`src/vpw_link_consts.svh`:
```
// Purpose: Named offsets, field positions, reset values and times of the
//          link control-register block.
// Assumes: Included by its bare name from the package and the module.
// Notes:   Definitions only.
`ifndef VPW_LINK_CONSTS_SVH
`define VPW_LINK_CONSTS_SVH

// Register word indices on the plain register port
`define ADDR_CTL_ONE 2'h0
`define ADDR_CTL_TWO 2'h1
`define ADDR_STATUS 2'h2

// Reset values
`define CTL_ONE_RESET 8'h00
`define CTL_TWO_RESET 8'hc0

// Field positions of link_control_one
`define C1_RECEIVE_IGNORE 7
`define C1_TIMEBASE_SELECT 6
`define C1_RATE_HIGH 5
`define C1_RATE_LOW 4
`define C1_IRQ_ALLOW 1
`define C1_WAIT_CLOCK_STOP 0
// Writable mask of link_control_one (rate field handled apart)
`define C1_PLAIN_MASK 8'hc3

// Field positions of link_control_two
`define C2_TRANSCEIVER_LOOPBACK 7
`define C2_DIGITAL_LOOPBACK 6
`define C2_FAST_RECEIVE 5

// State vector codes
`define SV_CODE_WAKEUP 8'h20
`define SV_CODE_NONE 8'h00

// Timing
`define CLK_PERIOD_NS 40
`define EOF_TIME_NS 280000
`define IFS_TIME_NS 300000

`endif

```
`src/vpw_link_pkg.sv`:
```
// Purpose: Types shared by the link control-register block.
// Assumes: Constants come from vpw_link_consts.svh.
// Notes:   Field order matches the bit positions in the header.
package vpw_link_pkg;
`include "vpw_link_consts.svh"

   // Control register one, bit 7 down to bit 0
   typedef struct packed {
      logic receive_ignore;
      logic timebase_select;
      logic rate_divider_high;
      logic rate_divider_low;
      logic [1:0] spare;
      logic irq_allow;
      logic wait_clock_stop;
   } link_control_one_t;

   // Control register two, bit 7 down to bit 0
   typedef struct packed {
      logic transceiver_loopback;
      logic digital_loopback;
      logic fast_receive_allow;
      logic norm_bit_format;
      logic send_end_of_data;
      logic single_byte_response_req;
      logic multi_byte_response_crc_req;
      logic multi_byte_response_req;
   } link_control_two_t;

   // Loopback recovery state, Gray along normal -> loop -> recover
   typedef enum logic [1:0] {
      st_normal = 2'b00,
      st_loop = 2'b01,
      st_recover = 2'b11
   } loop_state_t;
endpackage

```
`src/vpw_link_control_regs.sv`:
```
// Purpose: Control registers of a single-wire VPW link controller and the
//          controls they steer: receive ignore, prescaler, loopbacks,
//          interrupt gating, wait clocking and 4X receive.
// Assumes: One clock clk (oscillator clock), synchronous active-low reset;
//          the framing engine lives elsewhere and talks through the ports.
// Notes:   Every output comes from a flip-flop, so each lags its cause by
//          one clock.
`timescale 1ns/1ps
`include "vpw_link_consts.svh"

module vpw_link_control_regs
   import vpw_link_pkg::*;
#(
   parameter int IDLE_W = 16,
   parameter int EOF_CYCLES = (`EOF_TIME_NS + `CLK_PERIOD_NS - 1) / `CLK_PERIOD_NS,
   parameter int IFS_CYCLES = (`IFS_TIME_NS + `CLK_PERIOD_NS - 1) / `CLK_PERIOD_NS
) (
   input wire logic clk,
   input wire logic resetn,
   input wire logic [1:0] reg_addr,        // Register word index
   input wire logic [7:0] reg_wdata,       // Write data
   input wire logic reg_write,             // One-cycle write strobe
   input wire logic reg_read,              // One-cycle read strobe
   output logic [7:0] reg_rdata,           // Read data, cycle after read
   input wire logic sof_seen,              // Engine saw start of frame
   input wire logic break_seen,            // Engine saw BREAK symbol
   input wire logic [7:0] state_vector,    // Current state vector code
   input wire logic bus_rx_in,             // Receive from transceiver, 1 active
   input wire logic bus_edge,              // Edge seen on the bus pin
   input wire logic digital_tx_out,        // Transmit bit from the engine
   input wire logic cpu_wait,              // CPU is in wait mode
   output logic digital_rx_in,             // Receive bit into the engine
   output logic bus_tx_drive,              // Drive toward the transceiver
   output logic link_tick,                 // Prescaled timebase enable
   output logic timebase_select,           // 1 binary, 0 integer frequency
   output logic link_clk_run,              // Internal clocks running
   output logic rx_enable,                 // Receiver may take traffic
   output logic tx_enable,                 // Transmitter may start
   output logic status_hold,               // Status held at reset values
   output logic engine_reset,              // One-cycle engine reset pulse
   output logic fast_rx_mode,              // 4X receive-only accepted
   output logic sv_break_load,             // Load code 1C into state vector
   output logic wake_edge,                 // Bus wakeup event
   output logic irq,                       // CPU interrupt request
   output logic [3:0] tx_ctl_fields        // Low fields of register two
);

   // Register contents
   link_control_one_t ctl_one;
   link_control_two_t ctl_two;
   logic rate_locked;                      // Rate field already written once
   logic [2:0] div_cnt;                    // Prescaler count
   logic [IDLE_W-1:0] idle_cnt;            // Cycles of passive bus
   loop_state_t loop_state;

   // Count from which the prescaler wraps for a rate code
   function automatic logic [2:0] div_limit(input logic [1:0] code);
      case (code)
         2'h0: div_limit = 3'h0;
         2'h1: div_limit = 3'h1;
         2'h2: div_limit = 3'h3;
         default: div_limit = 3'h7;
      endcase
   endfunction

   // Address decode
   wire wr_one = reg_write && (reg_addr == `ADDR_CTL_ONE);
   wire wr_two = reg_write && (reg_addr == `ADDR_CTL_TWO);
   wire any_loop = ctl_two.transceiver_loopback || ctl_two.digital_loopback;

   // Idle thresholds; saturating counter so long idles never wrap
   wire eof_met = idle_cnt >= IDLE_W'(EOF_CYCLES);
   wire ifs_met = idle_cnt >= IDLE_W'(IFS_CYCLES);
   wire idle_top = &idle_cnt;

   // Next value of register one
   link_control_one_t next_one;
   always_comb begin
      next_one = ctl_one;
      if (wr_one) begin
         next_one = link_control_one_t'((reg_wdata & `C1_PLAIN_MASK)
                                        | (8'(ctl_one) & ~`C1_PLAIN_MASK));
         // Rate field takes only the first write after reset
         if (!rate_locked) begin
            next_one.rate_divider_high = reg_wdata[`C1_RATE_HIGH];
            next_one.rate_divider_low = reg_wdata[`C1_RATE_LOW];
         end
         next_one.spare = 2'h0;
      end else if (sof_seen || break_seen) begin
         // Software setting in the same cycle wins over the hardware clear
         next_one.receive_ignore = 1'b0;
      end
   end

   // Next value of register two
   link_control_two_t next_two;
   always_comb begin
      next_two = ctl_two;
      if (wr_two) begin
         next_two = link_control_two_t'(reg_wdata);
      end else if (break_seen) begin
         next_two.fast_receive_allow = 1'b0;
      end
   end

   // Read mux; status shows block state
   wire [7:0] status_word = {4'h0, rate_locked, rx_enable, tx_enable, any_loop};
   wire [7:0] next_rdata = (reg_addr == `ADDR_CTL_ONE) ? 8'(ctl_one) :
                           (reg_addr == `ADDR_CTL_TWO) ? 8'(ctl_two) :
                           (reg_addr == `ADDR_STATUS) ? status_word : 8'h00;

   // Loopback recovery state machine
   loop_state_t next_state;
   always_comb begin
      case (loop_state)
         st_normal: next_state = any_loop ? st_loop : st_normal;
         st_loop: next_state = any_loop ? st_loop : st_recover;
         st_recover: begin
            if (any_loop) begin
               next_state = st_loop;
            end else if (eof_met && ifs_met) begin
               next_state = st_normal;
            end else begin
               next_state = st_recover;
            end
         end
         default: next_state = st_loop;
      endcase
   end

   // Receiver and transmitter permission after loopback exit
   wire next_rx_en = !ctl_one.receive_ignore &&
                     ((loop_state != st_recover) || eof_met);
   wire next_tx_en = !ctl_two.fast_receive_allow &&
                     ((loop_state != st_recover) || ifs_met);

   // Interrupt: wakeup code passes ignore and allow, others need both
   wire sv_pending = state_vector != `SV_CODE_NONE;
   wire sv_wakeup = state_vector == `SV_CODE_WAKEUP;
   wire next_irq = sv_pending && (sv_wakeup ||
                   (!ctl_one.receive_ignore && ctl_one.irq_allow));

   // Register state
   always_ff @(posedge clk) begin
      if (!resetn) begin
         ctl_one <= link_control_one_t'(`CTL_ONE_RESET);
         ctl_two <= link_control_two_t'(`CTL_TWO_RESET);
         rate_locked <= 1'b0;
         reg_rdata <= 8'h00;
         loop_state <= st_loop;
      end else begin
         ctl_one <= next_one;
         ctl_two <= next_two;
         rate_locked <= rate_locked || wr_one;
         reg_rdata <= reg_read ? next_rdata : 8'h00;
         loop_state <= next_state;
      end
   end

   // Prescaler: one tick per 1, 2, 4 or 8 oscillator cycles
   wire div_wrap = div_cnt >= div_limit({ctl_one.rate_divider_high,
                                         ctl_one.rate_divider_low});
   always_ff @(posedge clk) begin
      if (!resetn) begin
         div_cnt <= 3'h0;
         link_tick <= 1'b0;
      end else begin
         div_cnt <= div_wrap ? 3'h0 : div_cnt + 3'h1;
         link_tick <= div_wrap;
      end
   end

   // Idle counter; restarts on any active bus level or while looped
   always_ff @(posedge clk) begin
      if (!resetn) begin
         idle_cnt <= '0;
      end else if (bus_rx_in || any_loop) begin
         idle_cnt <= '0;
      end else if (!idle_top) begin
         idle_cnt <= idle_cnt + IDLE_W'(1);
      end
   end

   // Pin-side and engine-side outputs
   always_ff @(posedge clk) begin
      if (!resetn) begin
         digital_rx_in <= 1'b0;
         bus_tx_drive <= 1'b0;
         timebase_select <= 1'b0;
         link_clk_run <= 1'b1;
         rx_enable <= 1'b0;
         tx_enable <= 1'b0;
         status_hold <= 1'b0;
         engine_reset <= 1'b1;
         fast_rx_mode <= 1'b0;
         sv_break_load <= 1'b0;
         wake_edge <= 1'b0;
         irq <= 1'b0;
         tx_ctl_fields <= 4'h0;
      end else begin
         // Receive source chosen by digital loopback
         digital_rx_in <= ctl_two.digital_loopback ? digital_tx_out
                                                   : bus_rx_in;
         // Either loopback keeps the bus passive
         bus_tx_drive <= digital_tx_out && !any_loop;
         timebase_select <= ctl_one.timebase_select;
         link_clk_run <= !(cpu_wait && ctl_one.wait_clock_stop);
         rx_enable <= next_rx_en;
         tx_enable <= next_tx_en;
         status_hold <= ctl_one.receive_ignore;
         // Pulse on the write that turns transceiver loopback on
         engine_reset <= wr_two && reg_wdata[`C2_TRANSCEIVER_LOOPBACK]
                         && !ctl_two.transceiver_loopback;
         fast_rx_mode <= ctl_two.fast_receive_allow;
         sv_break_load <= break_seen;
         wake_edge <= bus_edge && !ctl_two.digital_loopback;
         irq <= next_irq;
         tx_ctl_fields <= 4'(ctl_two);
      end
   end

   // Checks

   // Ignore stays set until a frame start or break (or software)
   a_ignore_holds: assert property (@(posedge clk) disable iff (!resetn)
      ctl_one.receive_ignore && !sof_seen && !break_seen && !wr_one
      |=> ctl_one.receive_ignore)
      else $error("receive ignore dropped without cause");

   a_ignore_clear: assert property (@(posedge clk) disable iff (!resetn)
      (sof_seen || break_seen) && !wr_one |=> !ctl_one.receive_ignore)
      else $error("receive ignore not cleared by frame start");

   a_ignore_mask: assert property (@(posedge clk) disable iff (!resetn)
      ctl_one.receive_ignore && !sv_wakeup |=> !irq)
      else $error("interrupt not masked during ignore");

   a_rate_once: assert property (@(posedge clk) disable iff (!resetn)
      rate_locked |=> $stable({ctl_one.rate_divider_high, ctl_one.rate_divider_low}))
      else $error("rate field changed after lock");

   a_tick_period: assert property (@(posedge clk) disable iff (!resetn)
      link_tick && rate_locked && ctl_one.rate_divider_high && ctl_one.rate_divider_low
      |=> !link_tick [*7] ##1 link_tick)
      else $error("divide-by-eight period wrong");

   a_irq_pending: assert property (@(posedge clk) disable iff (!resetn)
      sv_pending && ctl_one.irq_allow && !ctl_one.receive_ignore |=> irq)
      else $error("pending source lost its request");

   a_loop_passive: assert property (@(posedge clk) disable iff (!resetn)
      ctl_two.transceiver_loopback |=> !bus_tx_drive)
      else $error("bus driven in transceiver loopback");

   a_loop_reset: assert property (@(posedge clk) disable iff (!resetn)
      wr_two && reg_wdata[`C2_TRANSCEIVER_LOOPBACK] && !ctl_two.transceiver_loopback
      |=> engine_reset ##1 !engine_reset)
      else $error("engine reset not pulsed");

   a_recover_rx: assert property (@(posedge clk) disable iff (!resetn)
      loop_state == st_recover && !eof_met |=> !rx_enable)
      else $error("receive allowed before idle time");

   a_digital_loopback_mux: assert property (@(posedge clk) disable iff (!resetn)
      ctl_two.digital_loopback |=> digital_rx_in == $past(digital_tx_out))
      else $error("loopback multiplexer wrong");

   a_digital_loopback_wake: assert property (@(posedge clk) disable iff (!resetn)
      ctl_two.digital_loopback |=> !wake_edge)
      else $error("wakeup passed in digital loopback");

   a_break_fast: assert property (@(posedge clk) disable iff (!resetn)
      break_seen && !wr_two |=> !ctl_two.fast_receive_allow ##1 !fast_rx_mode)
      else $error("break did not clear fast receive");

   a_fast_no_tx: assert property (@(posedge clk) disable iff (!resetn)
      ctl_two.fast_receive_allow |=> !tx_enable)
      else $error("transmit allowed in fast receive");

   // Transmit waits out the separator time after a loopback
   a_recover_tx: assert property (@(posedge clk) disable iff (!resetn)
      loop_state == st_recover && !ifs_met |=> !tx_enable)
      else $error("transmit allowed before idle time");

   // Ignore keeps the receiver closed, whatever the loop state
   a_ignore_rx: assert property (@(posedge clk) disable iff (!resetn)
      ctl_one.receive_ignore |=> !rx_enable)
      else $error("receiver open during ignore");

   // Status freeze follows the ignore control one cycle late
   a_status_hold: assert property (@(posedge clk) disable iff (!resetn)
      1'b1 |=> status_hold == $past(ctl_one.receive_ignore))
      else $error("status hold out of step with ignore");

   // Wakeup code is never masked
   a_wake_irq: assert property (@(posedge clk) disable iff (!resetn)
      sv_wakeup |=> irq)
      else $error("wakeup code did not raise request");

   // Allow clear masks every ordinary code
   a_irq_gate: assert property (@(posedge clk) disable iff (!resetn)
      !ctl_one.irq_allow && !sv_wakeup |=> !irq)
      else $error("request raised with interrupts disallowed");

   // No pending code, no request
   a_irq_idle: assert property (@(posedge clk) disable iff (!resetn)
      !sv_pending |=> !irq)
      else $error("request without pending code");

   // Timebase output mirrors its control bit
   a_time_copy: assert property (@(posedge clk) disable iff (!resetn)
      1'b1 |=> timebase_select == $past(ctl_one.timebase_select))
      else $error("timebase select not copied");

   // Rate code zero ticks on every clock
   a_tick_full: assert property (@(posedge clk) disable iff (!resetn)
      !ctl_one.rate_divider_high && !ctl_one.rate_divider_low |=> link_tick)
      else $error("divide-by-one tick missing");

   // Clocks stop only in wait with the stop control set
   a_wait_stop: assert property (@(posedge clk) disable iff (!resetn)
      cpu_wait && ctl_one.wait_clock_stop |=> !link_clk_run)
      else $error("clocks ran in wait with stop set");

   a_wait_run: assert property (@(posedge clk) disable iff (!resetn)
      !cpu_wait || !ctl_one.wait_clock_stop |=> link_clk_run)
      else $error("clocks stopped without cause");

   // Outside both loopbacks the bus follows the transmit bit
   a_tx_drive: assert property (@(posedge clk) disable iff (!resetn)
      !any_loop |=> bus_tx_drive == $past(digital_tx_out))
      else $error("bus drive does not follow transmit bit");

   // Digital loopback keeps the bus passive as well
   a_digital_loopback_passive: assert property (@(posedge clk) disable iff (!resetn)
      ctl_two.digital_loopback |=> !bus_tx_drive)
      else $error("bus driven in digital loopback");

   // Without digital loopback the receiver hears the bus
   a_bus_mux: assert property (@(posedge clk) disable iff (!resetn)
      !ctl_two.digital_loopback |=> digital_rx_in == $past(bus_rx_in))
      else $error("receive input not taken from bus");

   // Bus edges wake the controller unless looped digitally
   a_wake_pass: assert property (@(posedge clk) disable iff (!resetn)
      bus_edge && !ctl_two.digital_loopback |=> wake_edge)
      else $error("bus edge did not reach wakeup");

   // BREAK asks for the break code one cycle later
   a_break_load: assert property (@(posedge clk) disable iff (!resetn)
      break_seen |=> sv_break_load)
      else $error("break code load missing");

   // Fast receive output mirrors its control bit
   a_fast_copy: assert property (@(posedge clk) disable iff (!resetn)
      1'b1 |=> fast_rx_mode == $past(ctl_two.fast_receive_allow))
      else $error("fast receive mode not copied");

endmodule

```
`config.mk`:
```
export PLATFORM = sky130hd
export DESIGN_NAME = vpw_link_control_regs
export DESIGN_NICKNAME = d
export VERILOG_FILES = /design/src/vpw_link_pkg.sv /design/src/vpw_link_control_regs.sv
export VERILOG_INCLUDE_DIRS = /design/src
export SDC_FILE = /design/constraint.sdc
export NUM_CORES = 1
export LEC_CHECK = 0
export BUFFER_PORTS_ARGS = -buffer_cell sky130_fd_sc_hd__buf_4
export CAP_MARGIN = 20
export CORE_MARGIN = 1.5
export CORE_UTILIZATION = 52
export CTS_BUF_LIST = sky130_fd_sc_hd__clkbuf_8
export CTS_CLUSTER_DIAMETER = 100
export DETAILED_ROUTE_END_ITERATION = 10
export GPL_TIMING_DRIVEN = 0
export PLACE_DENSITY = 0.73
export REMOVE_ABC_BUFFERS = 1
export SLEW_MARGIN = 40
export SYNTH_ARGS = -nofsm -noshare
export SYNTH_HDL_FRONTEND = slang
export SYNTH_SLANG_ARGS = --single-unit
```
`constraint.sdc`:
```
create_clock -name clk -period 2 [get_ports clk]
set_clock_uncertainty 0.2 [all_clocks]
set_input_delay 0.5 -clock clk [delete_from_list [all_inputs] [get_ports clk]]
set_output_delay 0.5 -clock clk [all_outputs]
set_load 0.05 [all_outputs]
```
Yosys cells after proc, flatten, opt, wreduce, memory -nomap -nowiden:

Index checks and enable logic that the tools add are counted.

* output and inout bits: 25
* bits of input ports: 28
* latch bits: 0
* memory bits (read-only): 0
* register bits: 61
* bits in writable memories: 0
* memories kept: 0

* bitwise operators: 3
* muxes and demuxes: 15
* shift operators: 0
* reductions and logical operators: 36
* magnitude comparators: 3
* $mul: 0
* div/mod/pow operators: 0
* eq/ne operators: 8
* add/sub/neg operators: 2

Operator list (count)
* 16-bit by 13-bit >= comparator with 1-bit output (second input constant): 2
* 16-bit by 1-bit adder with 16-bit output (second input constant): 1
* 8-bit two-way mux: 2
* 16-bit AND reduction: 1
* 1-bit logical AND: 12
* 3-bit one-hot mux with 3 select lines: 1
* 8-bit by 6-bit equality test with 1-bit output (second input constant): 1
* 2-bit two-way mux: 4
* 8-bit by 6-bit bitwise OR with 8-bit output: 1
* 8-bit nonzero test: 1
* 1-bit logical OR: 7
* 2-bit by 1-bit equality test with 1-bit output (second input constant): 3
* 2-bit equality test (second input constant): 3
* 1-bit zero test: 6
* 2-bit zero test: 3
* 1-bit two-way mux: 6
* 2-bit one-hot mux with 3 select lines: 1
* 2-bit OR reduction: 3
* 4-bit two-way mux: 1
* 2-bit nonzero test: 2
* 3-bit by 1-bit adder with 3-bit output (second input constant): 1
* 3-bit >= comparator: 1
* 2-bit inequality test (second input constant): 1
* 1-bit NOT: 2
* 2-bit AND reduction: 1

Longest topological paths before layout:

Gate-level depths: netlist of the first run.

* depth after elaboration: 5
* depth in mapped cells: 6
* mapped depth without buffers: 6

Worst setup path after synthesis of the first run:

OpenSTA, ideal clock, no wires.

* kind: input-to-reg
* start point: input reg_write
* end point: register ctl_one[4] in the netlist's numbering
* required time: 1684 ps
* library setup time: 116 ps
* path slack: 114 ps
* stages: 5
* buffers on the path: 1
* arrival time: 1570 ps
* path through: buf_2 > nor3b_2 > nor2b_1 > mux2i_1 > nor2b_1

* cells in the longest elaborated chain, start to end: 1

Ends and longest elaborated chain
* start: declaration: line vpw_link_control_regs.sv:22 `input wire logic reg_write,`
* 1-bit logical AND: line vpw_link_control_regs.sv:67 `` wire wr_one = reg_write && (reg_addr == `ADDR_CTL_ONE); ``
* end signal: assignment: line vpw_link_control_regs.sv:146 `` ctl_one <= link_control_one_t'(`CTL_ONE_RESET); ``
* end signal: assignment: line vpw_link_control_regs.sv:152 `ctl_one <= next_one;`
* end: declaration: line vpw_link_control_regs.sv:49 `link_control_one_t ctl_one;`

No other way between the ends.
A chain may end at the register's enable or synchronous reset.

Worst setup path after layout of the first run:

* start point: register idle_cnt[5]
* end point: register idle_cnt[11]

* cells in the longest elaborated chain, start to end: 1

Ends and longest elaborated chain
* start: declaration: line vpw_link_control_regs.sv:53 `logic [IDLE_W-1:0] idle_cnt;`
* start signal: assignment: line vpw_link_control_regs.sv:180 `idle_cnt <= idle_cnt + IDLE_W'(1);`
* 16-bit by 1-bit adder with 16-bit output / 16-bit AND reduction (equally long branches): line vpw_link_control_regs.sv:180, vpw_link_control_regs.sv:74

Parallel ways exist; a longest one is shown, timed or not.

==> impl_metrics.csv, run 1 <==
group,metric,value,unit
timing,fin_crit,1926,ps
timing,report.final.slew_viol_count,0,
final_layout,sequential_cell_area,1230,µm²
logic_synthesis,post_synth_mux_area_share,6.445,%
setup_path,timing.critical_path.buf_inv,0,
timing,final.period_utilization,96.30,%
logic_synthesis,synth_enable_flop_cells,0,
logic_synthesis,seq_area_frac_synth,46.26,%
final_layout,finalCoreUtilization,70.83,%
clock_network,clk_latency,330,ps
timing,setup_viol,0,
final_layout,layout-drive-gt1-share,26.97,%
logic_synthesis,synthesis.instances,294,
clock_network,cts_made_buffers,9,
grt,global_route.overflow_total,0,
clock_network,cts_tree,"done",
logic_synthesis,synth.ff_latch_count,61,
clock_network,clk_root_buffer_cell,"clkbuf_8",
logic_synthesis,synth_top_cell_by_area,"dfxtp_1",
final_layout,num-fill-cells,397,
worst_hold_path,hold_path.class,"in2reg",
floorplanning,fp.dieH,74.25,µm
timing,worst_hold_margin,152.4,ps
setup_path,worst-setup-path-type,"reg2reg",
setup_path,timing.critical_path.from_type,"flip-flop",
logic_synthesis,ys_top_cells_by_area,"dfxtp_1, mux2i_1, nand2_1, nand3_1, and2_1",
detailed_routing,detailed_router_s_first_iteration_violation_count,75,
detailed_routing,routedWlPerCell,14.03,µm
clock_network,cts_sinks,61,
grt,grt_antenna_before_repair,0,
place,place_worst_setup_slack,-453.0,ps
place,io_buffer_count,52,
logic_synthesis,post_synth_instance_area,2640,µm²
detailed_routing,drt.antenna.violating_nets,0,
logic_synthesis,synth_largest_type_area_fraction,46.26,%
floorplanning,initial_utilization,54.81,%
run,drv_cap,0,
logic_synthesis,simple_logic_cell_fraction_of_the_synthesized_area,27.16,%
floorplanning,ios,53,
floorplanning,die_x,74.25,µm
timing,tightestPinTransition,567.8,ps
floorplanning,rows,25,
logic_synthesis,combinational_family_with_the_most_area_after_synthesis,"simple AND/OR/NAND/NOR gates",
setup_path,worst-endpoint-arrival,1990,ps
clock_network,cts_max_path_buffers,2,
final_layout,num-nets-final,385,
logic_synthesis,asyncSetResetFlopFracSynth,0,%
logic_synthesis,synth_flop_cell,"dfxtp_1",
logic_synthesis,synth_adder_area_share,2.844,%
timing,fmax,519.2,MHz
final_layout,total_area_of_multi_input_combinational_cells,1393,µm²
setup_path,required,2060,ps
grt,maximum_number_of_pins_on_one_net_before_global_route_repair,37,
setup_path,crit_path_cell_chain,"nand3_4 -> or4_4 -> a211oi_1 -> mux2i_1",
timing,worst_slew_margin_rel,61.98,%
detailed_routing,finalWirelength,5933,µm
final_layout,fin_area,3412,µm²
grt,grt_first_pass_wirelength,9397,µm
setup_path,critPathSlowestCell,"or4_4",
logic_synthesis,synth_area_in_xor_xnor,0.3318,%
logic_synthesis,syn_avg_cell_area,8.980,µm²
timing,hold_viol_final,0,
place,placed_cell_area,3078,µm²
setup_path,worst_setup_path_end_kind,"flip-flop",
pwr,worst_ir_drop_vdd,0.5666,mV
floorplanning,core-area,4817,µm²
logic_synthesis,yosysUniqueCellTypes,46,
final_layout,insertedDiodeCount,0,
pwr,power.static_leakage,1.418,nW
clock_network,worst_setup_hold_path_clk_slew,70,ps
grt,global_route.usage.total,22.82,%
clock_network,cts-htree-levels,3,
logic_synthesis,yosys_warnings,0,
detailed_routing,drc,0,
pwr,power.density,787.4,nW/µm²
place,finalWeightedCongestion,0.8293,
detailed_routing,route.vias.total,2299,
setup_path,critPathMaxStageDelay,590,ps
grt,first_global_vias,2114,
logic_synthesis,synth_compound_gate_area_share,13.36,%
detailed_routing,route.detailed.vias_per_inst,5.435,
setup_path,path_max_fanout,10,
timing,timing.final.ws_setup,74.03,ps
setup_path,path_delay_family,"simple AND/OR/NAND/NOR gates",
status,status,"completed",
floorplanning,fp.dieArea,5513,µm²
final_layout,syn_to_final_growth,29.24,%
detailed_routing,first_pass_iters,4,
place,dpl.hpwl,4020,µm
routing by layer:
metal | vias up | track usage (%) | part of all wire (%)
li1 | 1148 | - | -
met1 | 1088 | 28.92 | 47
met2 | 57 | 36.81 | 47
met3 | 6 | 7.724 | 4.6
met4 | 0 | 7.273 | 1.0
met5 | - | 0 | 0
cells in the mapped netlist, types with 2 or more instances:
library cell / n
buf_2: 4
nor3_1: 9
nand4_1: 3
a211oi_1: 3
a21oi_1: 11
a31oi_1: 5
nor4b_1: 2
dfxtp_1: 61
o21a_1: 2
nand2b_1: 6
nor2_1: 20
a21o_1: 4
a22oi_1: 2
buf_4: 2
clkbuf_1: 6
and4_1: 2
nor4_1: 2
nand2_1: 29
and2_1: 12
inv_1: 10
nor2b_1: 11
o21ai_0: 8
and3_1: 4
or2_2: 3
or3_1: 3
a21boi_0: 8
nand3_1: 21
nand3b_1: 2
ha_1: 6
mux2i_1: 17
registers in the layout, indices dropped and copies added, names as in the netlist:
register and count:
sv_break_load 1, engine_reset 1, ctl_two 8, irq 1, rx_enable 1, digital_rx_in 1, tx_enable 1, ctl_one 6
reg_rdata 8, bus_tx_drive 1, wake_edge 1, idle_cnt 16, rate_locked 1, link_clk_run 1, loop_state 2, timebase_select 1
status_hold 1, link_tick 1, tx_ctl_fields 4, fast_rx_mode 1, div_cnt 3
final timing paths:
path              depth (start not counted)  slack, ps      endpoint   startpoint
setup / recovery                          4         70  idle_cnt[11]  idle_cnt[5]
hold / removal                            2        150  link_clk_run     cpu_wait
setup reg to reg                          4         70  idle_cnt[11]  idle_cnt[5]
hold reg to reg                           1        220  link_clk_run   ctl_one[0]
placed cells by master, fill, tap and decap left out, drive strengths merged, types with 2 or more instances in the layout:
cell type / count
nor3b: 2
nand2: 29
a21o: 4
mux2i: 17
a21boi: 8
nand3b: 2
nor4: 2
and3: 4
or3: 3
a21oi: 11
ha: 6
clkinv: 2
o21a: 2
and2: 12
dfxtp: 61
bufinv: 2
clkbuf: 11
nand3: 22
buf: 58
nor3: 9
nor2b: 11
nand4: 3
or2: 3
nor4b: 2
a211oi: 3
o21ai: 8
nor2: 20
a31oi: 5
a22oi: 2
and4: 2
nand2b: 6
inv: 11
kinds of logic (layout without fill, tap and decap cells):
logic type	after synthesis	in the layout
buffers and inverters	22	84
AO/OA/AOI/OAI	52	52
adder cells (fa/ha/maj)	6	6
AND/OR/NAND/NOR	135	135
XOR/XNOR	1	1
multiplexers	17	17
flip-flops	61	61
power breakdown:
| part | leakage (nW) | switching, mW | internal, mW | total (mW) |
|---|---|---|---|---|
| sequential | 0.499 | 0.0187 | 1.24 | 1.26 |
| clock | 0.121 | 0.461 | 0.761 | 1.22 |
| combinational | 0.799 | 0.117 | 0.0881 | 0.205 |
repair_timing:
item	CTS	global route
gates resized for setup	5	14
cloned	0	0
hold buffers	0	0
setup buffers	3	1
setup endpoints to repair	16	14
pin swaps	1	1
per-stage QoR:
stage | std cells | power [mW] | TNS [ps]
2_1_floorplan | 282 | 1.388 | -1610
3_3_place_gp | 401 | 1.484 | -16290
3_5_place_dp | 403 | 1.488 | -6497
4_1_cts | 422 | 2.702 | 0
5_1_grt | 423 | 2.775 | -8.030
6_report | 423 | 2.686 | 0
cell type report:
type                       count  share of cell area [%]
multi-input combinational    211                   40.81
sequential                    61                   36.05
timing repair buffer          58                   12.98
clock buffer                  11                   4.437
tap                           67                   2.457
clock inverter                 5                   2.164
inverter                      10                   1.100
Note: power is estimated with default switching activity, not from simulation.
==> run 2: changes to the inputs <==
PLACE_DENSITY = 0.84   (was 0.73)
==> run 2 against run 1 <==
  * Global-route usage up 0.81 points
  * Sequential share of layout area down 0.20 points
  * Total power up 3.0%
  * Die area unchanged
  * First-iteration DRC count up 88%
  * Critical path depth up 3
  * Sequential cell count unchanged
  * Non-clock buffer count up 1
==> impl_metrics.csv, run 2 (synthesis gave the netlist of run 1 again) <==
group,metric,value,unit
place,io_buffer_count,52,
detailed_routing,finalWirelength,6302,µm
timing,report.final.slew_viol_count,0,
floorplanning,initial_utilization,54.81,%
pwr,internal_power,2.149,mW
timing,fin_crit,1929,ps
timing,hold_viol_final,0,
clock_network,cts_made_buffers,9,
timing,setup_total_negative_slack,0,ps
pwr,power.density,805.1,nW/µm²
place,finalWeightedCongestion,0.8284,
detailed_routing,routedWlPerCell,14.86,µm
final_layout,syn_to_final_growth,30.24,%
final_layout,register_with_the_highest_flop_count,"idle_cnt",
run,drv_cap,0,
floorplanning,ios,53,
pwr,power.static_leakage,1.408,nW
detailed_routing,route.detailed.vias_per_inst,5.462,
detailed_routing,drt.antenna.violating_nets,0,
pwr,design_power_total,2.768,mW
setup_path,rrSetupSlack,70,ps
final_layout,largest_register_ffs,16,
setup_path,worst-endpoint-arrival,1950,ps
detailed_routing,first_pass_iters,4,
pwr,seq_power_share,45.4,%
timing,final.period_utilization,96.44,%
setup_path,setup.worst_path.start,"idle_cnt[0]",
setup_path,path_max_fanout,11,
setup_path,worst_setup_path_end_kind,"flip-flop",
pwr,total_switching_power,619.1,µW
clock_network,worst_setup_hold_path_clk_slew,70,ps
final_layout,insertedDiodeCount,0,
timing,worst_slew_margin_rel,61.27,%
grt,global_route.usage.total,23.63,%
setup_path,timing.critical_path.from_type,"flip-flop",
timing,tightestPinTransition,578.4,ps
worst_hold_path,hold_path.class,"in2reg",
setup_path,path_delay_family,"simple AND/OR/NAND/NOR gates",
final_layout,layout_commonest_cell,"buf_4",
clock_network,cts_tree,"done",
detailed_routing,drc,0,
setup_path,worstReg2RegStart,"idle_cnt[0]",
grt,maximum_number_of_pins_on_one_net_before_global_route_repair,37,
floorplanning,fp.dieH,74.25,µm
timing,worst_hold_margin,145.7,ps
clock_network,cts_max_path_buffers,2,
clock_network,clk_latency,340,ps
clock_network,cts-htree-levels,3,
final_layout,layout-drive-gt1-share,27.73,%
place,dpl.hpwl,4065,µm
grt,first_global_vias,2175,
setup_path,timing.critical_path.buf_inv,2,
grt,global_route.overflow_total,0,
timing,setup_viol,0,
detailed_routing,route.vias.total,2316,
floorplanning,die_x,74.25,µm
timing,fmax,518.4,MHz
pwr,sw_frac_of_total,22.36,%
pwr,power.clock.fraction,47.2,%
pwr,pwr-share-comb,7.4,%
pwr,worst_ir_drop_vdd,0.5767,mV
floorplanning,rows,25,
detailed_routing,detailed_router_s_first_iteration_violation_count,141,
clock_network,cts_sinks,61,
floorplanning,fp.dieArea,5513,µm²
worst_hold_path,launch_point_of_the_worst_hold_path,"cpu_wait",
setup_path,worst-setup-path-type,"reg2reg",
final_layout,num-nets-final,386,
setup_path,critPathMaxStageDelay,390,ps
final_layout,layout_top_registers,"idle_cnt (16), ctl_two (8), reg_rdata (8)",
final_layout,finalCoreUtilization,71.38,%
clock_network,clk_root_buffer_cell,"clkbuf_8",
setup_path,critPathSlowestCell,"dfxtp_2",
grt,grt_antenna_before_repair,0,
grt,grt_first_pass_wirelength,9763,µm
status,status,"completed",
floorplanning,core-area,4817,µm²
setup_path,required,2020,ps
final_layout,mostFrequentLayoutCells,"buf_4, dfxtp_1, nand2_1",
setup_path,crit_path_cell_chain,"ha_4 -> nand4_1 -> buf_4 -> nor3_4 -> buf_12 -> and4_1 -> nor3_1",
-- run 2: path summary, 6_finish.rpt --
check / depth (start not counted) / to
min reg2reg: 1 / link_clk_run
max reg2reg: 7 / idle_cnt[12]
min: 2 / link_clk_run
max: 7 / idle_cnt[12]
-- run 2: cell type report --
type	count	area, µm²
Sequential cell	61	1232
Fill cell	390	1379
Clock inverter	7	115.1
Tap cell	67	83.83
Timing Repair Buffer	59	450.4
Inverter	10	37.54
Clock buffer	9	123.9
Multi-Input combinational cell	211	1395
-- run 2: repair_timing --
action | in CTS | in global routing
cloned | 0 | 0
setup buffers | 3 | 2
pin swaps | 1 | 1
hold buffers | 0 | 0
endpoints found under the setup margin | 20 | 14
resized for setup | 7 | 14
-- run 2: routing by layer --
layer	vias up	GRT usage, %	wire, µm
li1	1157	-	-
met5	-	0	0
met2	65	40.48	3125
met4	0	7.475	116
met3	10	8.672	310
met1	1084	27.51	2749
-- run 2: power groups by stage --
stage	Clock [mW]	Sequential [mW]	Combinational [mW]
CTS	1.32	1.26	0.206
global placement	0	1.28	0.198
finish	1.31	1.26	0.205
global route	1.37	1.26	0.222
detailed placement	0	1.29	0.204
floorplan	0	1.33	0.0570
-- run 2: metrics by stage --
step                      setup slack (ps)  cells  instance area, µm²
after detailed placement            -500.9    403                3078
after floorplan                     -284.7    282                2582
after global routing                -56.15    424                3438
after global placement               -1380    401                3057
final                                71.13    424                3438
after CTS                           -7.959    422                3363
==> run 3: changes to the inputs <==
CORE_ASPECT_RATIO = 0.75   (was not set)
GPL_TIMING_DRIVEN = not set   (was 0)
==> run 3 against run 2 <==
  * The flow now finishes with violations (DRC)
  * Sequential cell count unchanged
  * Global-route usage up 1.3 points
  * Sequential share of layout area up 0.60 points
  * Combinational power up 3%
  * Total power down 13%
  * Via count up 2.4%
  * Clock power down 29%
  * Largest power group is now sequential cells
==> impl_metrics.csv, run 3 (synthesis gave the netlist of run 1 again) <==
group,metric,value,unit
status,status,"finished, violations left",
status,violations,"DRC",
clock_network,post_cts_hold_buffer_count,0,
setup_path,path_max_fanout,6,
floorplanning,die_x,85.28,µm
clock_network,cts_made_buffers,9,
timing,hold_viol_final,0,
setup_path,critPathSlowestCell,"or4_4",
timing,timing.final.ws_setup,77.21,ps
grt,grt_antenna_before_repair,0,
final_layout,layout_commonest_cell,"buf_4",
clock_network,cts_setup_buffers,0,
place,finalWeightedCongestion,0.8339,
clock_network,clk_root_buffer_cell,"clkbuf_8",
setup_path,worst-endpoint-arrival,1990,ps
setup_path,worstReg2RegStart,"idle_cnt[7]",
pwr,worst_ir_drop_vdd,0.4199,mV
final_layout,num-fill-cells,380,
final_layout,register_with_the_highest_flop_count,"idle_cnt",
floorplanning,fp.dieArea,5518,µm²
detailed_routing,first_pass_iters,8,
final_layout,finalCoreUtilization,68.46,%
timing,setup_total_negative_slack,0,ps
final_layout,fin_area,3354,µm²
setup_path,timing.critical_path.buf_inv,0,
detailed_routing,route.detailed.vias_per_inst,5.579,
setup_path,timing.critical_path.from_type,"flip-flop",
clock_network,worst_setup_hold_path_clk_slew,70,ps
clock_network,cts_tree,"done",
timing,final.period_utilization,96.14,%
setup_path,required,2070,ps
floorplanning,fp.dieH,64.71,µm
place,place_worst_setup_slack,95.01,ps
setup_path,path_delay_family,"simple AND/OR/NAND/NOR gates",
place,placed_cell_area,3187,µm²
final_layout,layout-drive-gt1-share,24.93,%
grt,global_route.usage.total,24.90,%
clock_network,cts_max_path_buffers,2,
final_layout,mostFrequentLayoutCells,"buf_4, dfxtp_1, nand2_1",
grt,global_route.overflow_total,0,
setup_path,worst-setup-path-type,"reg2reg",
worst_hold_path,launch_point_of_the_worst_hold_path,"cpu_wait",
timing,setup_repair_after_global_routing_missed_its_margin,"no",
run,drv_cap,0,
worst_hold_path,hold-path-endpoint,"link_clk_run",
worst_hold_path,holdPathStages,2,
detailed_routing,route.vias.total,2371,
grt,maximum_number_of_pins_on_one_net_before_global_route_repair,22,
detailed_routing,detailed_router_s_first_iteration_violation_count,222,
timing,worst_hold_margin,146.0,ps
setup_path,crit_path_cell_chain,"nand3_2 -> or4_4 -> a211oi_1 -> mux2i_1",
setup_path,worst_setup_path_end_kind,"flip-flop",
timing,fin_crit,1923,ps
grt,grt_first_pass_wirelength,10580,µm
pwr,power.static_leakage,1.401,nW
clock_network,cts_sinks,61,
final_layout,largest_register_ffs,16,
timing,fmax,520.1,MHz
setup_path,critPathMaxStageDelay,580,ps
pwr,power.density,717.3,nW/µm²
floorplanning,initial_utilization,53.88,%
detailed_routing,finalWirelength,6444,µm
floorplanning,ios,53,
setup_path,reg2reg_depth,4,
worst_hold_path,hold_path.class,"in2reg",
place,dpl.hpwl,4516,µm
floorplanning,rows,22,
final_layout,num-nets-final,395,
timing,worst_slew_margin_rel,74.29,%
timing,report.final.slew_viol_count,0,
final_layout,syn_to_final_growth,27.06,%
detailed_routing,routedWlPerCell,15.16,µm
setup_path,reg2reg_to,"idle_cnt[11]",
timing,setup_viol,0,
final_layout,finalNonFillerCells,425,
detailed_routing,drt.antenna.violating_nets,0,
timing,tightestPinTransition,382.1,ps
place,io_buffer_count,52,
clock_network,clk_latency,340,ps
pwr,design_power_total,2.406,mW
place,placed_cells,410,
clock_network,cts-htree-levels,3,
floorplanning,core-area,4900,µm²
final_layout,layout_top_registers,"idle_cnt (16), ctl_two (8), reg_rdata (8)",
detailed_routing,drc,1,
final_layout,insertedDiodeCount,0,
setup_path,rrSetupSlack,80,ps
grt,first_global_vias,2233,
run 3: layer usage:
| layer | vias to the layer above | share of wire, % | global-route usage [%] |
|---|---|---|---|
| met5 | - | 0 | 0 |
| met4 | 0 | 1.5 | 10.28 |
| li1 | 1161 | - | - |
| met2 | 86 | 45 | 38.59 |
| met3 | 11 | 5.6 | 5.096 |
| met1 | 1113 | 48 | 34.02 |
run 3: how the worst max path moves through the flow:
stage | from | to | slack, ps | cells past startpoint
after global placement | idle_cnt[7] | idle_cnt[11] | 180 | 4
after CTS | idle_cnt[7] | idle_cnt[11] | 60 | 4
after floorplan | bus_rx_in | idle_cnt[11] | -280 | 3
final | idle_cnt[7] | idle_cnt[11] | 80 | 4
after detailed placement | idle_cnt[7] | idle_cnt[11] | 100 | 4
after global routing | idle_cnt[1] | idle_cnt[2] | 10 | 5
run 3: timing repair:
| item | 4_1_cts | 5_1_grt |
|---|---|---|
| endpoints found under the hold margin | 0 | 0 |
| setup endpoints to repair | 0 | 1 |
| resized for setup | 0 | 1 |
run 3: worst register-to-register path, cell delays in order, from the launching register on:
cell	delay [ps]
dfxtp_1	420
nand3_2	120
or4_4	580
a211oi_1	310
mux2i_1	230
run 3: layout make-up:
type	count	area, µm²	area share [%]
Multi-Input combinational cell	211	1330	39.65
Sequential cell	61	1222	36.44
Timing Repair Buffer	68	523.0	15.59
Clock buffer	10	137.6	4.103
Tap cell	60	75.07	2.238
Inverter	10	37.54	1.119
Clock inverter	5	28.78	0.8579
run 3: report_power, final:
| part | leakage, nW | switching [mW] | internal (mW) | total (mW) |
|---|---|---|---|---|
| registers | 0.496 | 0.0177 | 1.24 | 1.26 |
| logic | 0.819 | 0.120 | 0.0918 | 0.212 |
| clock network | 0.0853 | 0.469 | 0.466 | 0.936 |
